`src/pkg/tos_regs.vh`:
```
// Purpose: Offsets, field positions and reset values of the tie-off
//          override and level-control status register bank.
// Assumes: Nine-bit register words reached by a seven-bit address.
// Notes:   Definitions only; included by bare name.
`ifndef TOS_REGS_VH
`define TOS_REGS_VH

////////////////////////////////////////////////////////////////////////////
// Widths
`define TOS_AW              7
`define TOS_DW              9
`define TOS_NIN             8
`define TOS_NLAD            3

////////////////////////////////////////////////////////////////////////////
// Register addresses
`define TOS_ADDR_IN_TIEOFF  7'h4a
`define TOS_ADDR_BIAS_FORCE 7'h4b
`define TOS_ADDR_P2P        7'h4c
`define TOS_ADDR_PEAK       7'h4d
`define TOS_ADDR_AMUTE_STAT 7'h4e

////////////////////////////////////////////////////////////////////////////
// Input tie-off manual control fields
`define TOS_IN_OVR_EN_BIT   8
`define TOS_IN_FORCE_MSB    7
`define TOS_IN_FORCE_LSB    0

////////////////////////////////////////////////////////////////////////////
// Bias trim and buffer force fields (bit 7 reserved)
`define TOS_HALF_BIAS_BIT   8
`define TOS_BIAS_UP_BIT     6
`define TOS_BIAS_DN_BIT     5
`define TOS_BUF_BYPASS_BIT  4
`define TOS_BUF_GROUND_BIT  3
`define TOS_LAD_MSB         2
`define TOS_LAD_LSB         0
`define TOS_BIAS_WMASK      9'h17f

////////////////////////////////////////////////////////////////////////////
// Automute and status fields
`define TOS_AMUTE_SEL_BIT   3
`define TOS_SPK_HIGH_BIT    1
`define TOS_NGATE_BIT       0

////////////////////////////////////////////////////////////////////////////
// Reset values
`define TOS_IN_TIEOFF_RST   9'h000
`define TOS_BIAS_FORCE_RST  9'h000
`define TOS_AMUTE_SEL_RST   1'h0
`define TOS_RDATA_RST       9'h000
`define TOS_ZERO9           9'h000

`endif

```
`src/design/tos_switch_mux.v`:
```
// Purpose: Per-input choice between automatic and forced tie-off switch.
// Assumes: All inputs synchronous to the core clock.
// Notes:   Combinational; the parent registers the result.
`timescale 1ns/1ps

module tos_switch_mux #(
  parameter N = 8
) (
  // Selection
  input  wire         override_en_i,
  input  wire [N-1:0] force_i,
  input  wire [N-1:0] auto_i,
  // Result
  output wire [N-1:0] closed_o
);

  ////////////////////////////////////////////////////////////////////////
  // One mux per input pin
  genvar k;
  generate
    for (k = 0; k < N; k = k + 1) begin : g_sw
      assign closed_o[k] = override_en_i ? force_i[k] : auto_i[k];
    end
  endgenerate

endmodule // tos_switch_mux

```
`src/design/tos_max_sel.v`:
```
// Purpose: Pick the level-control readout from the left and right values.
// Assumes: Enables tell which channels are under level control.
// Notes:   Combinational; larger value when both channels are enabled.
`timescale 1ns/1ps

module tos_max_sel #(
  parameter W = 9
) (
  // Channel enables
  input  wire         left_en_i,
  input  wire         right_en_i,
  // Channel values
  input  wire [W-1:0] left_val_i,
  input  wire [W-1:0] right_val_i,
  // Chosen value
  output reg  [W-1:0] val_o
);

  ////////////////////////////////////////////////////////////////////////
  // Larger of two when both active, right when only right active, else left
  always @* begin
    if (left_en_i && right_en_i) begin
      val_o = (left_val_i > right_val_i) ? left_val_i : right_val_i;
    end else if (right_en_i) begin
      val_o = right_val_i;
    end else begin
      val_o = left_val_i;
    end
  end

endmodule // tos_max_sel

```
`src/design/tos_regs.v`:
```
// Purpose: Tie-off override, bias trim and level-control status registers.
// Assumes: Control port gives address, write and read strobes, all on the
//          core clock; detector and level-control values are synchronous.
// Notes:   Read data is registered and valid one cycle after the strobe.
`timescale 1ns/1ps
`include "tos_regs.vh"

// Function
// - Input tie-off force bits act only while override enable is set.
// - Forced input switch is open for 0, closed for 1; eight inputs.
// - Half-bias bit set halves mix/boost bias current.
// - Bias-increase bit set raises mix/boost bias by fixed step.
// - Bias-decrease bit set lowers mix/boost bias by fixed step.
// - Bypass force bit closes buffer bypass switch while buffer is disabled.
// - Ground force bit closes buffer output ground switch while disabled.
// - Each ladder force bit closes its ground switch, else power setting.
// - Read-only peak-to-peak readout, larger channel when both controlled.
// - Read-only peak readout, larger channel when both controlled.
// - Automute select 0 watches attenuator input, 1 the serial DAC pin.
// - Read-only flag is 1 when speaker supply is at or above threshold.
// - Read-only noise gate flag is 1 below threshold, gain then frozen.
// - Gate source bit picks peak (0) or peak-to-peak (1) comparison.
module tos_regs (
  // Clock and reset
  input  wire                      clock_i,
  input  wire                      nrst_i,
  // Control port
  input  wire [`TOS_AW-1:0]        addr_i,
  input  wire [`TOS_DW-1:0]        wdata_i,
  input  wire                      wr_i,
  input  wire                      rd_i,
  output reg  [`TOS_DW-1:0]        rdata_o,
  output reg                       rvalid_o,
  // Level-control detector values
  input  wire                      alc_left_en_i,
  input  wire                      alc_right_en_i,
  input  wire [`TOS_DW-1:0]        p2p_left_i,
  input  wire [`TOS_DW-1:0]        p2p_right_i,
  input  wire [`TOS_DW-1:0]        peak_left_i,
  input  wire [`TOS_DW-1:0]        peak_right_i,
  // Noise gate configuration
  input  wire                      gate_source_select_i,
  input  wire [`TOS_DW-1:0]        gate_threshold_i,
  // Speaker supply detector
  input  wire                      speaker_supply_high_i,
  // Automatic switch controls
  input  wire [`TOS_NIN-1:0]       auto_in_tieoff_i,
  input  wire                      auto_buf_bypass_i,
  input  wire                      auto_buf_ground_i,
  input  wire                      in_buffer_disabled_i,
  input  wire [`TOS_NLAD-1:0]      pm_ladder_ground_i,
  // Switch and bias controls
  output reg  [`TOS_NIN-1:0]       in_tieoff_closed_o,
  output reg                       buf_bypass_closed_o,
  output reg                       buf_ground_closed_o,
  output reg  [`TOS_NLAD-1:0]      ladder_ground_closed_o,
  output reg                       half_bias_o,
  output reg                       bias_up_o,
  output reg                       bias_dn_o,
  // Automute and noise gate
  output reg                       automute_point_select_o,
  output reg                       noise_gate_flag_o,
  output reg                       gain_hold_o
);

  ////////////////////////////////////////////////////////////////////////
  // Stored control registers
  reg  [`TOS_DW-1:0]   input_tieoff_manual_ctrl_reg;
  reg  [`TOS_DW-1:0]   input_tieoff_manual_ctrl_next;
  reg  [`TOS_DW-1:0]   bias_trim_and_buffer_force_reg;
  reg  [`TOS_DW-1:0]   bias_trim_and_buffer_force_next;
  reg                  automute_point_select_reg;
  reg                  automute_point_select_next;

  // Sampled status
  reg                  speaker_supply_high_reg;
  reg                  noise_gate_reg;
  reg                  noise_gate_next;

  // Read path
  reg  [`TOS_DW-1:0]   rdata_next;

  // Derived values
  wire [`TOS_DW-1:0]   peak_to_peak_value;
  wire [`TOS_DW-1:0]   peak_detector_value;
  wire [`TOS_NIN-1:0]  in_tieoff_closed_next;
  wire                 input_override_enable;
  wire [`TOS_NIN-1:0]  in_force_bits;
  wire                 half_bias_select;
  wire                 bias_increase_step;
  wire                 bias_decrease_step;
  wire                 force_in_buffer_bypass;
  wire                 force_in_buffer_ground;
  wire [`TOS_NLAD-1:0] force_ladder_ground;
  wire [`TOS_DW-1:0]   gate_compare_value;
  wire [`TOS_DW-1:0]   status_word;

  // Write decode
  wire                 wr_in_tieoff;
  wire                 wr_bias_force;
  wire                 wr_amute_stat;

  ////////////////////////////////////////////////////////////////////////
  // Field extraction
  assign input_override_enable =
    input_tieoff_manual_ctrl_reg[`TOS_IN_OVR_EN_BIT];
  assign in_force_bits =
    input_tieoff_manual_ctrl_reg[`TOS_IN_FORCE_MSB:`TOS_IN_FORCE_LSB];
  assign half_bias_select =
    bias_trim_and_buffer_force_reg[`TOS_HALF_BIAS_BIT];
  assign bias_increase_step =
    bias_trim_and_buffer_force_reg[`TOS_BIAS_UP_BIT];
  assign bias_decrease_step =
    bias_trim_and_buffer_force_reg[`TOS_BIAS_DN_BIT];
  assign force_in_buffer_bypass =
    bias_trim_and_buffer_force_reg[`TOS_BUF_BYPASS_BIT];
  assign force_in_buffer_ground =
    bias_trim_and_buffer_force_reg[`TOS_BUF_GROUND_BIT];
  assign force_ladder_ground =
    bias_trim_and_buffer_force_reg[`TOS_LAD_MSB:`TOS_LAD_LSB];

  ////////////////////////////////////////////////////////////////////////
  // Address decode for writes
  assign wr_in_tieoff  = wr_i && (addr_i == `TOS_ADDR_IN_TIEOFF);
  assign wr_bias_force = wr_i && (addr_i == `TOS_ADDR_BIAS_FORCE);
  assign wr_amute_stat = wr_i && (addr_i == `TOS_ADDR_AMUTE_STAT);

  ////////////////////////////////////////////////////////////////////////
  // Per-input tie-off switch selection
  tos_switch_mux #(
    .N (`TOS_NIN)
  ) u_in_mux (
    .override_en_i (input_override_enable),
    .force_i       (in_force_bits),
    .auto_i        (auto_in_tieoff_i),
    .closed_o      (in_tieoff_closed_next)
  );

  ////////////////////////////////////////////////////////////////////////
  // Level-control readouts from left and right detectors
  tos_max_sel #(
    .W (`TOS_DW)
  ) u_p2p_sel (
    .left_en_i   (alc_left_en_i),
    .right_en_i  (alc_right_en_i),
    .left_val_i  (p2p_left_i),
    .right_val_i (p2p_right_i),
    .val_o       (peak_to_peak_value)
  );

  tos_max_sel #(
    .W (`TOS_DW)
  ) u_peak_sel (
    .left_en_i   (alc_left_en_i),
    .right_en_i  (alc_right_en_i),
    .left_val_i  (peak_left_i),
    .right_val_i (peak_right_i),
    .val_o       (peak_detector_value)
  );

  ////////////////////////////////////////////////////////////////////////
  // Noise gate comparison source and state
  assign gate_compare_value = gate_source_select_i ?
    peak_to_peak_value : peak_detector_value;

  always @* begin
    noise_gate_next = (gate_compare_value < gate_threshold_i);
  end

  ////////////////////////////////////////////////////////////////////////
  // Status word for the mixed register
  assign status_word = {
    {(`TOS_DW-`TOS_AMUTE_SEL_BIT-1){1'b0}},
    automute_point_select_reg,
    1'b0,
    speaker_supply_high_reg,
    noise_gate_reg
  };

  ////////////////////////////////////////////////////////////////////////
  // Next values of writable registers; read-only fields never written
  always @* begin
    input_tieoff_manual_ctrl_next   = input_tieoff_manual_ctrl_reg;
    bias_trim_and_buffer_force_next = bias_trim_and_buffer_force_reg;
    automute_point_select_next      = automute_point_select_reg;
    if (wr_in_tieoff) begin
      input_tieoff_manual_ctrl_next = wdata_i;
    end
    if (wr_bias_force) begin
      bias_trim_and_buffer_force_next = wdata_i & `TOS_BIAS_WMASK;
    end
    if (wr_amute_stat) begin
      automute_point_select_next = wdata_i[`TOS_AMUTE_SEL_BIT];
    end
  end

  ////////////////////////////////////////////////////////////////////////
  // Read multiplexer; unmapped addresses return zero
  always @* begin
    case (addr_i)
      `TOS_ADDR_IN_TIEOFF: begin
        rdata_next = input_tieoff_manual_ctrl_reg;
      end
      `TOS_ADDR_BIAS_FORCE: begin
        rdata_next = bias_trim_and_buffer_force_reg;
      end
      `TOS_ADDR_P2P: begin
        rdata_next = peak_to_peak_value;
      end
      `TOS_ADDR_PEAK: begin
        rdata_next = peak_detector_value;
      end
      `TOS_ADDR_AMUTE_STAT: begin
        rdata_next = status_word;
      end
      default: begin
        rdata_next = `TOS_ZERO9;
      end
    endcase
  end

  ////////////////////////////////////////////////////////////////////////
  // Control register storage
  always @(posedge clock_i or negedge nrst_i) begin
    if (!nrst_i) begin
      input_tieoff_manual_ctrl_reg   <= `TOS_IN_TIEOFF_RST;
      bias_trim_and_buffer_force_reg <= `TOS_BIAS_FORCE_RST;
      automute_point_select_reg      <= `TOS_AMUTE_SEL_RST;
    end else begin
      input_tieoff_manual_ctrl_reg   <= input_tieoff_manual_ctrl_next;
      bias_trim_and_buffer_force_reg <= bias_trim_and_buffer_force_next;
      automute_point_select_reg      <= automute_point_select_next;
    end
  end

  ////////////////////////////////////////////////////////////////////////
  // Live status sampling
  always @(posedge clock_i or negedge nrst_i) begin
    if (!nrst_i) begin
      speaker_supply_high_reg <= 1'b0;
      noise_gate_reg          <= 1'b0;
    end else begin
      speaker_supply_high_reg <= speaker_supply_high_i;
      noise_gate_reg          <= noise_gate_next;
    end
  end

  ////////////////////////////////////////////////////////////////////////
  // Registered read data and valid
  always @(posedge clock_i or negedge nrst_i) begin
    if (!nrst_i) begin
      rdata_o  <= `TOS_RDATA_RST;
      rvalid_o <= 1'b0;
    end else begin
      rvalid_o <= rd_i;
      if (rd_i) begin
        rdata_o <= rdata_next;
      end
    end
  end

  ////////////////////////////////////////////////////////////////////////
  // Switch controls to the analog side
  always @(posedge clock_i or negedge nrst_i) begin
    if (!nrst_i) begin
      in_tieoff_closed_o     <= {`TOS_NIN{1'b0}};
      buf_bypass_closed_o    <= 1'b0;
      buf_ground_closed_o    <= 1'b0;
      ladder_ground_closed_o <= {`TOS_NLAD{1'b0}};
    end else begin
      in_tieoff_closed_o <= in_tieoff_closed_next;
      // Forced closed only while the buffer is disabled
      buf_bypass_closed_o <= (force_in_buffer_bypass &&
                              in_buffer_disabled_i) ||
                             auto_buf_bypass_i;
      buf_ground_closed_o <= (force_in_buffer_ground &&
                              in_buffer_disabled_i) ||
                             auto_buf_ground_i;
      ladder_ground_closed_o <= force_ladder_ground |
                                pm_ladder_ground_i;
    end
  end

  ////////////////////////////////////////////////////////////////////////
  // Bias trim controls and automute point
  always @(posedge clock_i or negedge nrst_i) begin
    if (!nrst_i) begin
      half_bias_o             <= 1'b0;
      bias_up_o               <= 1'b0;
      bias_dn_o               <= 1'b0;
      automute_point_select_o <= `TOS_AMUTE_SEL_RST;
    end else begin
      half_bias_o             <= half_bias_select;
      bias_up_o               <= bias_increase_step;
      bias_dn_o               <= bias_decrease_step;
      automute_point_select_o <= automute_point_select_reg;
    end
  end

  ////////////////////////////////////////////////////////////////////////
  // Noise gate flag and gain hold to the level-control logic
  always @(posedge clock_i or negedge nrst_i) begin
    if (!nrst_i) begin
      noise_gate_flag_o <= 1'b0;
      gain_hold_o       <= 1'b0;
    end else begin
      noise_gate_flag_o <= noise_gate_next;
      gain_hold_o       <= noise_gate_next;
    end
  end

endmodule // tos_regs

```
`config.mk`:
```
export PLATFORM = sky130hd
export DESIGN_NAME = tos_regs
export DESIGN_NICKNAME = d
export VERILOG_FILES = /design/src/design/tos_switch_mux.v /design/src/design/tos_max_sel.v /design/src/design/tos_regs.v
export VERILOG_INCLUDE_DIRS = /design/src /design/src/pkg
export SDC_FILE = /design/constraint.sdc
export NUM_CORES = 1
export LEC_CHECK = 0
export BUFFER_PORTS_ARGS = -buffer_cell sky130_fd_sc_hd__buf_2
export CAP_MARGIN = 40
export CORE_UTILIZATION = 49
export CTS_CLUSTER_SIZE = 30
export DETAILED_ROUTE_END_ITERATION = 8
export MAX_ROUTING_LAYER = met4
export PLACE_DENSITY = 0.78
export SLEW_MARGIN = 0
export SYNTH_ARGS = -nofsm -noshare
export SYNTH_HDL_FRONTEND = slang
export SYNTH_SLANG_ARGS = --single-unit
```
`constraint.sdc`:
```
create_clock -name clock_i -period 1.55 [get_ports clock_i]
set_input_delay 0.155 -clock clock_i [delete_from_list [all_inputs] [get_ports clock_i]]
set_output_delay 0.155 -clock clock_i [all_outputs]
set_load 0.01 [all_outputs]
```
# Yosys cells after proc, flatten, opt, wreduce, memory -nomap -nowiden
# Index checks and enable logic that the tools add are counted.
# W data, S select, Z words.
dict set report word_totals {
  ff_bits 47
  input_bits 83
  wordCells 48
}
dict set report op_classes {
  order_cmp 3
  eq_ne 5
  mux 16
  n_bitwise 1
  reduce_logical 8
}
# operator n
set op_table {}
lappend op_table {{$mux W9} 7}
lappend op_table {{$pmux W9 S5} 1}
lappend op_table {{$eq A7 B7 Y1 const B} 5}
lappend op_table {{$gt A9 B9 Y1} 2}
lappend op_table {{$lt A9 B9 Y1} 1}
lappend op_table {{$mux W1} 8}
lappend op_table {{$logic_and A1 B1 Y1} 6}
lappend op_table {{$or A3 B3 Y3} 1}
lappend op_table {{$logic_or A1 B1 Y1} 2}

# Depth between registers and ports, before layout
dict set report depth {
  ltp_word 5
  depth_mapped 16
}

# Modules after synthesis
# From an unflattened synthesis, not the netlist that was laid out.
dict set report unflattened {
  hier_cells 265
  hier_area_um2 3151.8
}
# mod n_inst cells_per_inst area_each_um2
set modules_own_cells {}
lappend modules_own_cells {tos_regs 1 170 2232.1}
lappend modules_own_cells {tos_max_sel 2 43 394.1}
lappend modules_own_cells {tos_switch_mux 1 9 131.4}

# Worst setup path before layout
# Ideal clock, no wire load.
dict set report synth_path {
  path_kind {input to register}
  from {input peak_right_i[6]}
  to {register noise_gate_flag_o}
  setup_ns 0.096
  t_arrival_ns 2.623
  t_required_ns 1.454
  setup_slack_ns -1.168
  path_stages 16
  n_path_buf 1
  path_cell_list {inv_1 -> ha_1 -> a211oi_1 -> nor2_1 -> a2111oi_0 -> o21ai_1 -> buf_2 -> mux2i_1 -> mux2i_1 -> ha_1 -> a21oi_1 -> nor2b_1 -> o21ai_0 -> a21o_1 -> a21oi_1 -> a311oi_2}
}
dict set report synth_via {
  elab_chain_len 5
  elab_cells_between_ends 6
}
# item line_no
set synth_lines {}
lappend synth_lines {{from (decl)} tos_regs.v:40} ;# input wire [`TOS_DW-1:0] peak_right_i,
lappend synth_lines {{$gt A9 B9 Y1} tos_max_sel.v:23} ;# val_o = (left_val_i > right_val_i) ? left_val_i : right_val_i;
lappend synth_lines {{$mux W9} tos_max_sel.v:23}
lappend synth_lines {{$mux W9 *} tos_max_sel.v:22} ;# if (left_en_i && right_en_i) begin
lappend synth_lines {{$mux W9 *} tos_regs.v:163} ;# assign gate_compare_value = gate_source_select_i ?
lappend synth_lines {{$lt A9 B9 Y1 *} tos_regs.v:167} ;# noise_gate_next = (gate_compare_value < gate_threshold_i);
lappend synth_lines {{named net noise_gate_next} tos_regs.v:78} ;# reg noise_gate_next;
lappend synth_lines {{to (signal assigned)} tos_regs.v:307} ;# noise_gate_flag_o <= noise_gate_next;
lappend synth_lines {{to (decl)} tos_regs.v:62} ;# output reg noise_gate_flag_o,
# The timed path passes the listed nets; every way through them passes the cells marked *.
# A chain may end at the register's enable or synchronous reset.

# Worst setup path in the final report
dict set report layout_path {
  from {input p2p_right_i[2]}
  to {register noise_gate_flag_o}
}
dict set report layout_via {
  elab_chain_len 5
  elab_cells_between_ends 6
}
# item line_no
set layout_lines {}
lappend layout_lines {{from (decl)} tos_regs.v:38} ;# input wire [`TOS_DW-1:0] p2p_right_i,
lappend layout_lines {{$gt A9 B9 Y1} tos_max_sel.v:23}
lappend layout_lines {{$mux W9} tos_max_sel.v:23}
lappend layout_lines {{$mux W9 *} tos_max_sel.v:22}
lappend layout_lines {{$mux W9 *} tos_regs.v:163}
lappend layout_lines {{$lt A9 B9 Y1 *} tos_regs.v:167}
lappend layout_lines {{named net noise_gate_next} tos_regs.v:78}
# Marked as above.

==> out/qor.csv <==
stage,metric,value,unit
finish,layout cells sized above 1,67.39,%
die,io pins,112,
logic_synthesis,mux contribution to synthesized area,21.80,%
run_status,failing checks,"hold timing, setup timing",
routing,WL final,13680,um
sta,Slew headroom,51.39,%
critical_path,crit path capture type,register,
place,dpl ws,-1.470,ns
sta,Final Skew,0.01242,ns
grt,vias in the first global route,3233,
routing,drt pass-1 iters,5,
critical_path,R2R Path End,rdata_o[0],
sta,worst slew pin tran,0.7271,ns
clock_tree,root buf cell,clkbuf_8,
finish,Fill cells,213,
critical_path,worst endpoint data arrival time,3.18,ns
critical_path,Required @ worst endpoint,1.78,ns
routing,via count,3445,
critical_path,CP top delay family,compound AO/OA/AOI/OAI gates,
pwr,Leak,2.501,nW
sta,fmax,339.0,MHz
logic_synthesis,cells after synthesis,260,
finish,Area Overhead vs Synth,75.16,%
sta,final count of hold timing violations,1,
sta,Setup-failing EPs final,10,
critical_path,flop2flop setup slack,0,ns
logic_synthesis,compound-cell area share of the yosys netlist,12.92,%
finish,"commonest non-fill, non-tap cells in the layout","buf_2 (91), buf_4 (66), dfrtp_1 (47)",
routing,vias per cell,6.439,
critical_path,R2R Path Start,noise_gate_flag_o,
clock_tree,TritonCTS clock tree,yes,
pwr,Tot Pwr,3.580,mW
critical_path,Worst R2R Path Depth,4,
sta,Pins Over Slew Limit,0,
die,die height,78.75,um
die,DIE AREA,0.006202,mm2
grt,grt ovf,0,
pwr,clock power share,22.8,%
finish,diode count,0,
logic_synthesis,top_reg_cell synth,dfrtp_1,
grt,first-pass GRT wire length,16210,um
min_path,hold depth,1,
finish,Non-Filler Instances,535,
critical_path,Crit-path slowest cell,mux2i_1,
logic_synthesis,Async SR Flop Fraction,100.0,%
min_path,Hold Path Sink,rvalid_o,
routing,drt wl/cell,25.57,um
logic_synthesis,largest family of logic cells by synthesized area,multiplexers,
logic_synthesis,yosys warns,0,
critical_path,cell repeated most along the worst path,buf_4,
job,max-cap viol count,0,
grt,antenna violations before repair,0,
sta,setup repair after global routing missed its margin,true,
critical_path,crit-path cells,"buf_2, inv_2, ha_4, a21oi_2, o21ai_2, buf_4, a221oi_4, nor2_4, buf_4, mux2i_4, mux2i_1, ha_1, nand4_1, nor2_1, o31a_1, a311oi_2",
grt,largest net degree at the start of global routing,26,
critical_path,crit start category,input port,
critical_path,maximum fanout along the worst path,7,
sta,min Tclk post-route,2.950,ns
finish,Nets,571,
finish,"commonest non-fill, non-tap cell in the layout",buf_2,
clock_tree,H-tree levels,2,
place,final weighted congestion in routability-driven placement,0.8467,
critical_path,Setup CP Type,input port to register,
pwr,Int Pwr,2.449,mW
clock_tree,Clock Latency Late Sink,0.32,ns
pwr,switching part of the total,31.61,%
logic_synthesis,"Net Count, Synth",369,
logic_synthesis,"Seq/Total Area, Yosys",40.75,%
die,DIE WIDTH,78.75,um
place,placed cells,506,
finish,multi-input logic area,0.002046,mm2
routing,initial DRC count,374,
pwr,power share of the sequential group,38.1,%
pwr,combinational share of power,39.1,%
logic_synthesis,Mapped Area,0.002887,mm2
critical_path,Bufs and invs on worst path,4,
logic_synthesis,synthesized area per cell,11.10,um2
logic_synthesis,Post-synth EDFFs,0,
place,Port Buf Inserts,111,
clock_tree,Num CTS Buffers,5,
clock_tree,clock sinks,47,
sta,Fin Hold WS,-0.002975,ns
logic_synthesis,Simple-Gate Fraction of Synth Area,8.279,%
grt,Total GRT Usage,36.00,%
min_path,hold_sp,rd_i,
min_path,Min-Delay Path Class,input port to register,
die,FP Rows,27,
logic_synthesis,Yosys reg bits,47,
logic_synthesis,Netlist cell types,38,
logic_synthesis,Post-Synth XOR/XNOR Area,0,%
routing,DRC violations left,0,
place,DP Wirelength,6726,um
pwr,Cell Pwr Density,708.1,mW/mm2
pwr,Psw,1.132,mW
run_status,status,finished with violations,
pwr,worst vdd ir,0.0007977,V
clock_tree,clock-pin slew on the worst setup and hold paths,0.09,ns
logic_synthesis,adder-cell share of the synthesized area,11.27,%
die,core area,0.005608,mm2
routing,Antenna Nets Post-Route,0,
finish,FF/Latch Area,0.001176,mm2
sta,setup slack after layout,-1.400,ns
die,initial core utilization,51.47,%
sta,period utilisation layout,190.3,%
critical_path,Crit path largest cell delay,0.42,ns
clock_tree,clk buf depth,2,
==> timing repair <==
action / CTS / global route
pin swaps: 17 / 8
endpoints found under the setup margin: 10 / 10
setup buffers: 20 / 7
gates resized for setup: 102 / 37
hold buffers: 2 / 0
hold endpoints to repair: 25 / 0
==> metrics by stage <==
stage	instance area, um2	TNS, ns	utilization [%]
6_report	5056	-5.559	90.16
5_1_grt	5056	-5.987	90.16
4_1_cts	4825	-3.165	86.03
3_5_place_dp	4141	-7.939	73.85
3_3_place_gp	4141	-6.968	73.85
2_1_floorplan	2995	-2.195	-
==> Yosys cell counts, types with 3 or more instances <==
master	number	share of area, %
nand4_1	8	1.7
ha_1	26	11
clkbuf_1	4	0.52
a21o_1	5	1.3
nor2_1	9	1.2
inv_1	30	3.9
mux2_2	31	12
dfrtp_1	47	41
o21ai_0	8	1.4
a21oi_1	7	1.2
a22oi_1	8	2.1
or2_2	3	0.65
nand2_1	8	1.0
o21ai_1	3	0.52
o221ai_1	9	2.7
mux2i_1	28	9.7
==> worst max path at each step <==
stage                          from                 to  slack, ns  cells after the start
floorplan           peak_right_i[2]  noise_gate_flag_o      -1.03                     16
global placement      p2p_left_i[2]  noise_gate_flag_o      -1.33                     15
detailed placement  peak_right_i[2]  noise_gate_flag_o      -1.47                     15
CTS                   p2p_left_i[8]  noise_gate_flag_o      -0.91                     15
global route         p2p_right_i[8]  noise_gate_flag_o      -1.36                     15
finish               p2p_right_i[2]  noise_gate_flag_o      -1.40                     16
==> power by group through the flow <==
stage / Combinational (mW) / Sequential [mW] / Clock [mW]
finish: 1.40 / 1.36 / 0.817
global route: 1.46 / 1.37 / 0.869
CTS: 1.14 / 1.35 / 0.815
detailed placement: 0.910 / 1.38 / 0
global placement: 0.874 / 1.37 / 0
floorplan: 0.410 / 1.39 / 0
==> kinds of logic after synthesis <==
kind of cell,count (synthesis)
multiplexers,59
AO/OA/AOI/OAI,49
flip-flops,47
AND/OR/NAND/NOR,42
buffers and inverters,37
adder cells (fa/ha/maj),26
==> per-layer routing <==
metal	part of all wire (%)	track usage, %	vias to the layer above
li1	-	-	1358
met1	34	41.14	1622
met2	46	61.91	335
met3	11	7.701	130
met4	8.3	13.52	0
met5	0	-	-
==> area by class of cell <==
class	count	area share [%]
clock buffer	8	1.980
multi-input combinational	176	40.46
tap	72	1.782
sequential	47	23.26
inverter	31	2.895
timing repair buffer	201	29.62
(Power assumes the default switching activity.)
